### config.mk
export PLATFORM = sky130hd
export DESIGN_NAME = mscr_regs
export DESIGN_NICKNAME = d
export VERILOG_FILES = /design/src/verilog/mscr_pkg.sv /design/src/verilog/mscr_regs.sv /design/src/verilog/mscr_spi_frame.sv
export SDC_FILE = /design/constraint.sdc
export NUM_CORES = 1
export LEC_CHECK = 0
export BUFFER_PORTS_ARGS = -buffer_cell sky130_fd_sc_hd__buf_2
export CAP_MARGIN = 10
export CORE_ASPECT_RATIO = 0.75
export CORE_MARGIN = 2
export CORE_UTILIZATION = 59
export CTS_CLUSTER_SIZE = 20
export DETAILED_ROUTE_END_ITERATION = 10
export PLACE_DENSITY = 0.78
export SLEW_MARGIN = 30
export SYNTH_ARGS = -nofsm -noshare
export SYNTH_HDL_FRONTEND = slang
export SYNTH_SLANG_ARGS = --single-unit
### constraint.sdc
create_clock -name clock -period 2.5 [get_ports clock]
set_input_delay 0.5 -clock clock [delete_from_list [all_inputs] [get_ports clock]]
set_output_delay 0.5 -clock clock [all_outputs]
set_load 0.03 [all_outputs]
### src/verilog/mscr_pkg.sv
// constants and types shared by the mode and supply control register bank
package mscr_pkg;

   // ----------------------------------------------------------------
   // frame layout
   // ----------------------------------------------------------------
   localparam int          FRAME_BITS       = 16;
   localparam int          ADDR_BITS        = 7;
   localparam int          WR_BIT_POS       = 7;
   localparam logic [4:0]  FRAME_BITS_CNT   = 5'h10;
   localparam logic [4:0]  ADDR_BYTE_CNT    = 5'h08;
   localparam logic [4:0]  BIT_CNT_MAX      = 5'h1F;
   localparam logic [7:0]  FIRST_BYTE_OUT   = 8'h00;

   // ----------------------------------------------------------------
   // register addresses
   // ----------------------------------------------------------------
   localparam logic [6:0]  ADDR_MODE_SUPPLY = 7'h01;
   localparam logic [6:0]  ADDR_HW_SUPPLY   = 7'h02;

   // ----------------------------------------------------------------
   // mode_supply_control fields
   // ----------------------------------------------------------------
   localparam int          MODE_HI          = 7;
   localparam int          MODE_LO          = 6;
   localparam int          PNP_EN_POS       = 5;
   localparam int          AUX_HI           = 4;
   localparam int          AUX_LO           = 3;
   localparam int          OV_REACT_POS     = 2;
   localparam int          RT_HI            = 1;
   localparam int          RT_LO            = 0;

   // ----------------------------------------------------------------
   // hardware_supply_config fields
   // ----------------------------------------------------------------
   localparam int          PNP_VSEL_POS     = 7;
   localparam int          SR_MASK_POS      = 6;
   localparam int          FO_FORCE_POS     = 5;
   localparam int          PNP_KEEP_UV_POS  = 4;
   localparam int          PNP_LS_POS       = 3;
   localparam int          HW_RSVD_POS      = 2;
   localparam int          PNP_LS_STOP_POS  = 1;
   localparam int          WD_CFG_POS       = 0;

   // ----------------------------------------------------------------
   // reset values and keep masks
   // ----------------------------------------------------------------
   localparam logic [7:0]  MSC_POR          = 8'h00;
   localparam logic [7:0]  MSC_RESTART_KEEP = 8'h23;
   localparam logic [7:0]  HW_POR           = 8'h00;
   localparam logic [7:0]  HW_SOFT_KEEP     = 8'h88;
   localparam logic [7:0]  HW_RESTART_KEEP  = 8'hD9;
   localparam logic [7:0]  HW_WRITE_MASK    = 8'hFB;

   // ----------------------------------------------------------------
   // field codes
   // ----------------------------------------------------------------
   localparam logic [1:0]  MODE_NORMAL      = 2'h0;
   localparam logic [1:0]  MODE_SLEEP       = 2'h1;
   localparam logic [1:0]  MODE_STOP        = 2'h2;
   localparam logic [1:0]  MODE_SOFT_RESET  = 2'h3;
   localparam logic [1:0]  AUX_OFF          = 2'h0;
   localparam logic [1:0]  AUX_NORMAL       = 2'h1;
   localparam logic [1:0]  AUX_NORMAL_STOP  = 2'h2;
   localparam logic [1:0]  AUX_ALWAYS       = 2'h3;
   localparam logic [1:0]  WD_LIMIT_SECOND  = 2'h2;
   localparam logic [1:0]  WD_LIMIT_FIRST   = 2'h1;

   typedef enum logic [2:0] {
      SPI_IDLE = 3'h1,
      SPI_ADDR = 3'h2,
      SPI_DATA = 3'h4
   } mscr_spi_state_t;

endpackage

### src/verilog/mscr_regs.sv
// mode and supply control register bank with its serial access port
// What this block does
// - mode field selects normal, sleep, stop, soft reset
// - bit 5 switches pnp regulator on
// - aux field selects when aux regulator runs
// - overvoltage reaction bit enables restart request
// - threshold field selects one of four levels
// - stop to sleep write is not accepted
// - restart rewrites mode field to normal
// - restart or overtemperature turns aux field off
// - write frame returns value before the write
// - mode register reset and restart values
// - config register restart and reset values
// - voltage select picks alternate pnp output
// - mask bit stops reset pin on soft reset
// - force bit activates failure outputs by software
// - undervoltage disables pnp unless keep bit set
// - load sharing bit runs pnp with main
// - config bit 2 reserved, reads zero
// - sharing-in-stop bit keeps pnp on in stop
// - config bit 0 picks first or second failure
// - sixteen-bit frame: address, access bit, data
// - restart clears force bit and failure outputs unless failure condition is active
// - soft reset keeps voltage select and sharing
module mscr_regs
   import mscr_pkg::*;
(
   input  wire logic       clock,
   input  wire logic       nrst,
   input  wire logic       sclk,
   input  wire logic       csn,
   input  wire logic       sdi,
   output logic            sdo,
   output logic            sdoOeN,
   input  wire logic       restartEnter,
   input  wire logic       overtemperature,
   input  wire logic       failSafeActive,
   input  wire logic       highPowerMode,
   input  wire logic       supplyUndervoltage,
   input  wire logic       mainOvervoltage,
   input  wire logic       failureCondition,
   input  wire logic       wdTriggerFail,
   output logic      [1:0] modeSelect,
   output logic            softResetReq,
   output logic            resetOutputPull,
   output logic            auxRegulatorOn,
   output logic            pnpRegulatorOn,
   output logic            pnpVoltageAlt,
   output logic            pnpLoadShare,
   output logic            overvoltageFlagSet,
   output logic            overvoltageRestartReq,
   output logic      [1:0] mainResetThreshold,
   output logic            failureOutputsOn,
   output logic            watchdogEscalate
);

   // ----------------------------------------------------------------
   // frame port
   // ----------------------------------------------------------------
   logic [7:0]  modeSupply_reg;
   logic [7:0]  hwConfig_reg;
   logic [7:0]  modeSupply_next;
   logic [7:0]  hwConfig_next;
   logic [6:0]  addr;
   logic        wrBit;
   logic [7:0]  wrData;
   logic        addrValid;
   logic        frameDone;
   logic [7:0]  readData;
   logic        wrMode;
   logic        wrHw;
   logic        softTrig;
   logic [1:0]  curMode;
   logic [1:0]  auxField;
   logic        ovPrev_reg;
   logic [1:0]  wdFailCnt_reg;
   logic [1:0]  wdLimit;

   mscr_spi_frame u_frame (
      .clock     (clock),
      .nrst      (nrst),
      .sclk      (sclk),
      .csn       (csn),
      .sdi       (sdi),
      .readData  (readData),
      .addr      (addr),
      .wrBit     (wrBit),
      .wrData    (wrData),
      .addrValid (addrValid),
      .frameDone (frameDone),
      .sdo       (sdo),
      .sdoOeN    (sdoOeN)
   );

   // read data captured mid-frame, before any write takes effect
   always_comb begin
      case (addr)
         ADDR_MODE_SUPPLY: readData = modeSupply_reg;
         ADDR_HW_SUPPLY:   readData = hwConfig_reg & HW_WRITE_MASK;
         default:          readData = 8'h00;
      endcase
   end

   assign wrMode   = frameDone & wrBit & (addr == ADDR_MODE_SUPPLY);
   assign wrHw     = frameDone & wrBit & (addr == ADDR_HW_SUPPLY);
   assign softTrig = wrMode & (wrData[MODE_HI:MODE_LO] == MODE_SOFT_RESET);
   assign curMode  = modeSupply_reg[MODE_HI:MODE_LO];
   assign auxField = modeSupply_reg[AUX_HI:AUX_LO];

   // ----------------------------------------------------------------
   // mode_supply_control
   // ----------------------------------------------------------------
   always_comb begin
      modeSupply_next = modeSupply_reg;
      if (restartEnter) begin
         modeSupply_next = modeSupply_reg & MSC_RESTART_KEEP;
      end else if (softTrig) begin
         modeSupply_next = MSC_POR;
      end else if (wrMode) begin
         modeSupply_next = wrData;
         if (curMode == MODE_STOP && wrData[MODE_HI:MODE_LO] == MODE_SLEEP) begin
            modeSupply_next[MODE_HI:MODE_LO] = MODE_STOP;
         end
      end
      if (overtemperature) begin
         modeSupply_next[AUX_HI:AUX_LO] = AUX_OFF;
      end
   end

   always_ff @(posedge clock or negedge nrst) begin
      if (!nrst) begin
         modeSupply_reg <= MSC_POR;
      end else begin
         modeSupply_reg <= modeSupply_next;
      end
   end

   // ----------------------------------------------------------------
   // hardware_supply_config
   // ----------------------------------------------------------------
   always_comb begin
      hwConfig_next = hwConfig_reg;
      if (restartEnter) begin
         hwConfig_next = hwConfig_reg & HW_RESTART_KEEP;
      end else if (softTrig) begin
         hwConfig_next = hwConfig_reg & HW_SOFT_KEEP;
      end else if (wrHw) begin
         hwConfig_next = wrData & HW_WRITE_MASK;
      end
   end

   always_ff @(posedge clock or negedge nrst) begin
      if (!nrst) begin
         hwConfig_reg <= HW_POR;
      end else begin
         hwConfig_reg <= hwConfig_next;
      end
   end

   // ----------------------------------------------------------------
   // soft reset requests
   // ----------------------------------------------------------------
   always_ff @(posedge clock or negedge nrst) begin
      if (!nrst) begin
         softResetReq    <= 1'b0;
         resetOutputPull <= 1'b0;
      end else begin
         softResetReq    <= softTrig & ~restartEnter;
         resetOutputPull <= softTrig & ~restartEnter & ~hwConfig_reg[SR_MASK_POS];
      end
   end

   // ----------------------------------------------------------------
   // regulator controls
   // ----------------------------------------------------------------
   always_ff @(posedge clock or negedge nrst) begin
      if (!nrst) begin
         auxRegulatorOn <= 1'b0;
      end else begin
         case (auxField)
            AUX_OFF:         auxRegulatorOn <= 1'b0;
            AUX_NORMAL:      auxRegulatorOn <= (curMode == MODE_NORMAL);
            AUX_NORMAL_STOP: auxRegulatorOn <= (curMode == MODE_NORMAL) | (curMode == MODE_STOP);
            AUX_ALWAYS:      auxRegulatorOn <= ~failSafeActive;
            default:         auxRegulatorOn <= 1'b0;
         endcase
      end
   end

   always_ff @(posedge clock or negedge nrst) begin
      if (!nrst) begin
         pnpRegulatorOn <= 1'b0;
         pnpVoltageAlt  <= 1'b0;
         pnpLoadShare   <= 1'b0;
      end else begin
         pnpRegulatorOn <= modeSupply_reg[PNP_EN_POS]
            & ~(supplyUndervoltage & ~hwConfig_reg[PNP_KEEP_UV_POS])
            & ~(hwConfig_reg[PNP_LS_POS] & ~hwConfig_reg[PNP_LS_STOP_POS]
                & ((curMode == MODE_STOP) | highPowerMode));
         pnpVoltageAlt  <= hwConfig_reg[PNP_VSEL_POS];
         pnpLoadShare   <= hwConfig_reg[PNP_LS_POS];
      end
   end

   // ----------------------------------------------------------------
   // main regulator supervision
   // ----------------------------------------------------------------
   always_ff @(posedge clock or negedge nrst) begin
      if (!nrst) begin
         ovPrev_reg            <= 1'b0;
         overvoltageFlagSet    <= 1'b0;
         overvoltageRestartReq <= 1'b0;
         mainResetThreshold    <= 2'h0;
         modeSelect            <= MODE_NORMAL;
      end else begin
         ovPrev_reg            <= mainOvervoltage;
         overvoltageFlagSet    <= mainOvervoltage & ~ovPrev_reg;
         overvoltageRestartReq <= mainOvervoltage & ~ovPrev_reg
                                  & modeSupply_reg[OV_REACT_POS];
         mainResetThreshold    <= modeSupply_reg[RT_HI:RT_LO];
         modeSelect            <= curMode;
      end
   end

   // ----------------------------------------------------------------
   // failure outputs and watchdog escalation
   // ----------------------------------------------------------------
   always_ff @(posedge clock or negedge nrst) begin
      if (!nrst) begin
         failureOutputsOn <= 1'b0;
      end else begin
         failureOutputsOn <= hwConfig_reg[FO_FORCE_POS] | failureCondition;
      end
   end

   assign wdLimit = hwConfig_reg[WD_CFG_POS] ? WD_LIMIT_FIRST : WD_LIMIT_SECOND;

   always_ff @(posedge clock or negedge nrst) begin
      if (!nrst) begin
         wdFailCnt_reg    <= 2'h0;
         watchdogEscalate <= 1'b0;
      end else begin
         watchdogEscalate <= 1'b0;
         if (restartEnter || softTrig) begin
            wdFailCnt_reg <= 2'h0;
         end else if (wdTriggerFail) begin
            if (wdFailCnt_reg + 2'h1 >= wdLimit) begin
               wdFailCnt_reg    <= 2'h0;
               watchdogEscalate <= 1'b1;
            end else begin
               wdFailCnt_reg <= wdFailCnt_reg + 2'h1;
            end
         end
      end
   end
endmodule

### src/verilog/mscr_spi_frame.sv
// serial frame receiver and transmitter for the register bank
module mscr_spi_frame
   import mscr_pkg::*;
(
   input  wire logic       clock,
   input  wire logic       nrst,
   input  wire logic       sclk,
   input  wire logic       csn,
   input  wire logic       sdi,
   input  wire logic [7:0] readData,
   output logic      [6:0] addr,
   output logic            wrBit,
   output logic      [7:0] wrData,
   output logic            addrValid,
   output logic            frameDone,
   output logic            sdo,
   output logic            sdoOeN
);

   mscr_spi_state_t  state_reg;
   logic             sclkPrev_reg;
   logic             csnPrev_reg;
   logic [4:0]       bitCnt_reg;
   logic [15:0]      shiftIn_reg;
   logic [15:0]      shiftOut_reg;
   logic             sclkRise;
   logic             sclkFall;
   logic             csnFall;
   logic             csnRise;

   assign sclkRise = sclk & ~sclkPrev_reg & ~csn;
   assign sclkFall = ~sclk & sclkPrev_reg & ~csn;
   assign csnFall  = ~csn & csnPrev_reg;
   assign csnRise  = csn & ~csnPrev_reg;
   // first byte: address in bits 0..6, access bit in bit 7
   // address sits high mid-frame, low once chip select rises and the receiver is back in idle
   assign addr     = (state_reg == SPI_IDLE) ? shiftIn_reg[6:0] : shiftIn_reg[14:8];
   assign wrBit    = (state_reg == SPI_ADDR) ? shiftIn_reg[15] : shiftIn_reg[WR_BIT_POS];
   assign wrData   = shiftIn_reg[15:8];

   always_ff @(posedge clock or negedge nrst) begin
      if (!nrst) begin
         sclkPrev_reg <= 1'b0;
         csnPrev_reg  <= 1'b1;
      end else begin
         sclkPrev_reg <= sclk;
         csnPrev_reg  <= csn;
      end
   end

   always_ff @(posedge clock or negedge nrst) begin
      if (!nrst) begin
         state_reg  <= SPI_IDLE;
         bitCnt_reg <= 5'h00;
         addrValid  <= 1'b0;
         frameDone  <= 1'b0;
      end else begin
         addrValid <= 1'b0;
         frameDone <= 1'b0;
         case (state_reg)
            SPI_IDLE: begin
               bitCnt_reg <= 5'h00;
               if (csnFall) begin
                  state_reg <= SPI_ADDR;
               end
            end
            SPI_ADDR: begin
               if (csnRise) begin
                  state_reg <= SPI_IDLE;
               end else if (sclkRise) begin
                  bitCnt_reg <= bitCnt_reg + 5'h01;
                  if (bitCnt_reg == ADDR_BYTE_CNT - 5'h01) begin
                     state_reg <= SPI_DATA;
                     addrValid <= 1'b1;
                  end
               end
            end
            SPI_DATA: begin
               if (csnRise) begin
                  state_reg <= SPI_IDLE;
                  frameDone <= (bitCnt_reg == FRAME_BITS_CNT);
               end else if (sclkRise && bitCnt_reg != BIT_CNT_MAX) begin
                  bitCnt_reg <= bitCnt_reg + 5'h01;
               end
            end
            default: begin
               state_reg <= SPI_IDLE;
            end
         endcase
      end
   end

   // lsb first, sampled on rising, shifted out on falling
   always_ff @(posedge clock or negedge nrst) begin
      if (!nrst) begin
         shiftIn_reg  <= 16'h0000;
         shiftOut_reg <= 16'h0000;
      end else begin
         if (sclkRise) begin
            shiftIn_reg <= {sdi, shiftIn_reg[15:1]};
         end
         if (state_reg == SPI_IDLE && csnFall) begin
            shiftOut_reg <= {8'h00, FIRST_BYTE_OUT};
         end else if (addrValid) begin
            shiftOut_reg[8:1] <= readData;
         end else if (sclkFall) begin
            shiftOut_reg <= {1'b0, shiftOut_reg[15:1]};
         end
      end
   end

   always_ff @(posedge clock or negedge nrst) begin
      if (!nrst) begin
         sdo    <= 1'b0;
         sdoOeN <= 1'b1;
      end else begin
         sdo    <= shiftOut_reg[0];
         sdoOeN <= csn;
      end
   end

endmodule

Yosys cells after proc, flatten, opt, wreduce, memory -nomap -nowiden
Index checks and enable logic that the tools add are counted.

storage, ports and cells
  flip-flop bits (word level) = 78
  latch bits = 0
  memory bits (writable) = 0
  ROM bits = 0
  input port bits = 13
  output and inout bits = 16
  word-level logic and storage cells = 153
  memories = 0

operators by class
  $add $sub $neg = 2
  multipliers = 0
  div/mod/pow operators = 0
  order comparisons = 1
  eq/ne operators = 23
  shifts and indexed selects = 0
  multiplexer cells = 41
  bitwise operators = 35
  reductions and logical operators = 21

operator list
  operator                                                                 number
  16-bit 2-to-1 mux                                                        2
  8-bit 2-to-1 mux                                                         4
  7-bit 2-to-1 mux                                                         4
  5-bit 2-to-1 mux                                                         4
  1-bit bitwise AND                                                        19
  8-bit one-hot mux with 2 select lines                                    1
  3-bit 2-to-1 mux                                                         5
  5-bit one-hot mux with 3 select lines                                    1
  1-bit NOT                                                                13
  2-bit 2-to-1 mux                                                         6
  3-bit nonzero test                                                       4
  1-bit 2-to-1 mux                                                         11
  3-bit one-hot mux with 3 select lines                                    1
  2-bit == test, second input constant                                     4
  2-bit by 1-bit inequality test with 1-bit output, second input constant  4
  2-bit nonzero test                                                       4
  7-bit by 1-bit == test with 1-bit output, second input constant          1
  7-bit by 2-bit == test with 1-bit output, second input constant          1
  6-bit 2-to-1 mux                                                         1
  2-bit inequality test, second input constant                             3
  2-bit AND reduction                                                      3
  5-bit by 1-bit adder with 5-bit output, second input constant            1
  5-bit by 3-bit == test with 1-bit output, second input constant          1
  5-bit == test, second input constant                                     1
  18 further kinds                                                         24

Logic depth before layout (Yosys ltp)
  word-level depth = 8
  mapped depth = 8
  depth with buffers taken out = 8

Hierarchy
From an unflattened synthesis, not the netlist that was laid out.

unflattened totals
  cells, all modules = 311
  area, all modules = 3,347.0 um^2

modules (own cells, without submodules)
  module          instances  cells each  area an instance (um^2)  sequential area each (um^2)
  mscr_spi_frame  1          166         1,831.8                  953.4
  mscr_regs       1          145         1,515.2                  800.8

Worst setup path before layout
Ideal clock, no wire load.

  path kind = register -> register
  start = reg u_frame.bitCnt_reg[0]
  end = reg u_frame.bitCnt_reg[0]
  setup time = 0.125 ns
  arrival = 2.018 ns
  required time = 2.375 ns
  path slack = 0.357 ns
  stages on the path, launching flop included = 8
  path buffers = 0
  clock period less this slack = 2.143 ns
  cells stage by stage = dfrtp_1 > ha_1 > and3_1 > ha_1 > or3b_1 > a211oi_4 > nor2_1 > mux2_2

between the ends
  word-level cells in the longest chain between the ends = 4
  elaborated cells on any way between the ends = 10
  those cells by class = add/sub (1); eq/ne (2); mux (5); reduce/logical (2)

RTL lines
  item                                                                                    RTL line                                                          source
  from (decl)                                                                             mscr_spi_frame.sv:23                                              logic [4:0] bitCnt_reg;
  from (signal assigned)                                                                  mscr_spi_frame.sv:71                                              bitCnt_reg <= bitCnt_reg + 5'h01;
  from (signal assigned)                                                                  mscr_spi_frame.sv:83                                              bitCnt_reg <= bitCnt_reg + 5'h01;
  5-bit by 1-bit adder with 5-bit output / 5-bit inequality test (equally long branches)  mscr_spi_frame.sv:71, mscr_spi_frame.sv:83, mscr_spi_frame.sv:82
  5-bit 2-to-1 mux, or another cell as far along                                          mscr_spi_frame.sv:82                                              end else if (sclkRise && bitCnt_reg != BIT_CNT_MAX) begin
  5-bit 2-to-1 mux, or another cell as far along                                          mscr_spi_frame.sv:79                                              if (csnRise) begin
  5-bit one-hot mux with 3 select lines / 5-bit AND reduction (equally long branches)     n/a

Parallel ways exist; a longest one is shown, timed or not. The select of a mux whose other input is x is not followed.
A chain may end at the register's enable or synchronous reset.

Final worst setup path
  start = reg u_frame.bitCnt_reg[0]
  end = reg u_frame.bitCnt_reg[3]

The elaborated chain is that of the path after synthesis.

==> impl_metrics.py <==
metrics = {
    "final_layout": {
        "largest_register_ffs": 16,
        "area_growth_pct": 10.7,
        "drive_gt1_frac": 0.282,
        "layout.nets": 314,
        "n_antenna_cell": 0,
        "fin_cells": 376,
        "final_cell_area_sq_mm": 0.00363,
    },
    "grt": {
        "grt_max_degree": 71,
        "grtUsageTotal": 0.234,
        "grt_pass1_wl_um": 10800,
        "grt-ovfl-total": 0,
        "grt_pass1_vias": 2142,
        "antenna_found_initial": 0,
    },
    "clock_network": {
        "htreeDepth": 3,
        "path_clk_slew_ns": 0.08,
        "cts_hold_buf": 0,
        "ctsLongestPathBuffers": 2,
        "ctsResizeCount": 0,
        "ctsRootBufferMaster": "clkbuf_8",
        "cts_setup_buffers": 0,
        "clock-sinks": 70,
        "numCtsBuffers": 9,
        "worstSkewPairLatency_ns": 0.35,
        "tritoncts": "done",
    },
    "sta": {
        "setup_violations": 0,
        "relSlewSlack": 0.717,
        "rsz0062_at_grt": "no",
        "drv_slew": 0,
        "worst_slew_pin_slew_ns": 0.422,
        "fin_crit_ns": 2.31,
        "setup_tns_ns": 0,
        "worst_slack_ns": 0.191,
        "fmax_ghz": 0.433,
        "final_hold_viol_count": 0,
        "finalCritPeriodShare": 0.924,
        "skew_ns": 0.00857,
    },
    "worst_setup_path": {
        "critPathKind": "reg -> reg",
        "end_kind": "register",
        "regToRegSetupSlack_ns": 0.19,
        "slowest_stage": "dfrtp_1",
        "path_cells": "ha_1 > and3_1 > ha_1 > or3b_1 > a211oi_4 > nand4_1 > xor2_1 > nor2_1",
        "crit_top_cell": "ha_1",
        "critPathRequiredTime_ns": 2.72,
        "worstSetupStartpointType": "register",
        "arrival_ns": 2.53,
        "r2r-start": "u_frame.bitCnt_reg[0]",
        "r2r_cells": 8,
        "critPathMaxFanout": 7,
        "worstReg2RegEnd": "u_frame.bitCnt_reg[3]",
        "slowest_delay_ns": 0.42,
    },
    "power_and_ir_drop": {
        "p_int_mw": 1.73,
        "pwr-share-clk": 0.326,
        "sequentialPowerShare": 0.553,
        "net-switching-power_mw": 0.701,
        "total_leakage_power_nw": 1.71,
        "swShare": 0.288,
        "combPwrFrac": 0.121,
        "powerDensity_mw_per_mm2": 671,
        "peakVddDrop_uv": 491,
    },
    "drt": {
        "vias": 2127,
        "wl_per_cell_um": 16.7,
        "antenna_left": 0,
        "drtIter0Drc": 178,
        "dr.pass1.iters": 4,
        "viasPerCell": 5.66,
        "wirelength_um": 6260,
        "route.detailed.drc": 0,
    },
    "yosys": {
        "yosysWarnings": 0,
        "syn_avg_cell_area_sq_um": 12.2,
        "synthCells": 268,
        "ys_seq_area_frac": 0.535,
        "synth_top_area_share": 0.519,
        "ys_ff_latch": 70,
        "synth_nets": 286,
        "synth_top_cell_by_area": "dfrtp_1",
        "synth-edff-count": 0,
        "ys_top_cells_by_count": "dfrtp_1 (68), nor2_1 (22), mux2_2 (18), mux2i_1 (15), inv_1 (13)",
        "ys.flop_type": "dfrtp_1",
        "synth.distinct_cells": 58,
        "async_reset_ff_frac": 1.00,
        "synthTopCellsByArea": "dfrtp_1 (52%), mux2_2 (6.2%), mux2i_1 (4.6%)",
        "syn_area_sq_mm": 0.00328,
        "yosysMostFrequentCell": "dfrtp_1",
    },
    "floorplanning": {
        "dieArea_sq_mm": 0.00617,
        "io_pins": 29,
        "die_width_um": 90.1,
        "die_h_um": 68.6,
        "core_area_sq_mm": 0.00535,
        "start_util": 0.612,
        "row_count": 23,
    },
    "placed_design": {
        "io_buffers": 28,
        "place_hpwl_um": 4460,
        "gp_congestion": 0.797,
        "dp.cells": 360,
        "placed_area_sq_mm": 0.00346,
        "pre_cts_slack_ns": 0.207,
    },
    "run_status": {
        "outcome": "complete, no violations",
    },
    "min_path": {
        "hp-class": "in -> async",
    },
    "job": {
        "drv_cap": 0,
    },
}
-- cell usage in the layout (no fill, tap or decap), types with 2 or more instances in the layout --
cell / n
dfrtp_1: 68
buf_2: 28
nor2_1: 22
mux2_2: 18
mux2i_1: 15
inv_1: 13
nand2_1: 11
clkbuf_8: 10
a21oi_1: 8
nor3_1: 6
nand2b_1: 6
a221o_1: 6
nor2b_1: 5
and2_1: 5
ha_1: 5
o21ai_0: 4
o22ai_1: 3
xor2_1: 3
a31oi_1: 3
mux2_1: 3
a22o_1: 3
clkinv_2: 3
nor4b_1: 2
nand3_2: 2
nor3_2: 2
nor4b_2: 2
nand3_4: 2
nor3b_2: 2
nand3b_1: 2
nand4_1: 2
a41o_1: 2
or3b_1: 2
a211oi_4: 2
a211oi_1: 2
and3b_1: 2
clkbuf_1: 2
dfstp_2: 2
-- area by class of cell --
type	instances	area [sq um]
repair buffers	30	168
clock inverters	4	22.5
inverters	13	48.8
flip-flops and latches	70	1750
fillers	421	1720
multi-input cells	172	1400
well taps	75	93.8
clock buffers	12	145
-- per-stage QoR --
stage	utilization	hold slack (ns)	total power, mW
4_1_cts	0.678	0.177	2.45
5_1_grt	0.678	0.197	2.56
2_1_floorplan	-	0.204	1.56
6_report	0.678	0.163	2.44
3_5_place_dp	0.647	0.370	1.66
3_3_place_gp	0.647	0.363	1.65
-- routing by layer --
metal | vias to the layer above | part of all wire | track usage
met5 | - | 0 | 0
met4 | 0 | 0.014 | 0.0769
met3 | 9 | 0.047 | 0.0685
met2 | 47 | 0.44 | 0.363
met1 | 1062 | 0.50 | 0.324
li1 | 1009 | - | -
-- cells by family (layout without fill, tap and decap cells) --
family                   after synthesis  count (layout)  share of synthesized area
XOR/XNOR                               3               3                    0.00802
multiplexers                          36              36                      0.118
buffers and inverters                 26              59                     0.0405
adder cells (fa/ha/maj)                5               5                     0.0191
flip-flops                            70              70                      0.535
AND/OR/NAND/NOR                       88              88                      0.174
AO/OA/AOI/OAI                         40              40                      0.105
-- worst max-delay path, delay by kind of cell (launching register included) --
family	cells	cell delay (ns)
xor+xnor	1	0.15
simple gates	4	0.79
compound gates	1	0.40
flops	1	0.42
fa+ha+maj	2	0.41
-- worst max path at each step --
stage / startpoint / end / slack, ns / depth (start not counted)
6_report: u_frame.bitCnt_reg[0] / u_frame.bitCnt_reg[3] / 0.19 / 8
3_3_place_gp: u_frame.bitCnt_reg[0] / u_frame.bitCnt_reg[3] / 0.28 / 8
5_1_grt: u_frame.bitCnt_reg[0] / u_frame.bitCnt_reg[3] / 0.07 / 8
4_1_cts: u_frame.bitCnt_reg[0] / u_frame.bitCnt_reg[3] / 0.20 / 8
3_5_place_dp: u_frame.bitCnt_reg[0] / u_frame.bitCnt_reg[3] / 0.21 / 8
2_1_floorplan: u_frame.bitCnt_reg[0] / u_frame.bitCnt_reg[0] / 0.36 / 7
-- power by group through the flow --
stage / combinational [mW] / sequential [mW] / clock, mW
3_5_place_dp: 0.298 / 1.37 / 0
3_3_place_gp: 0.289 / 1.36 / 0
6_report: 0.294 / 1.35 / 0.794
2_1_floorplan: 0.253 / 1.31 / 0
4_1_cts: 0.298 / 1.34 / 0.812
5_1_grt: 0.331 / 1.36 / 0.866
Note: power is estimated with default switching activity, not from simulation.
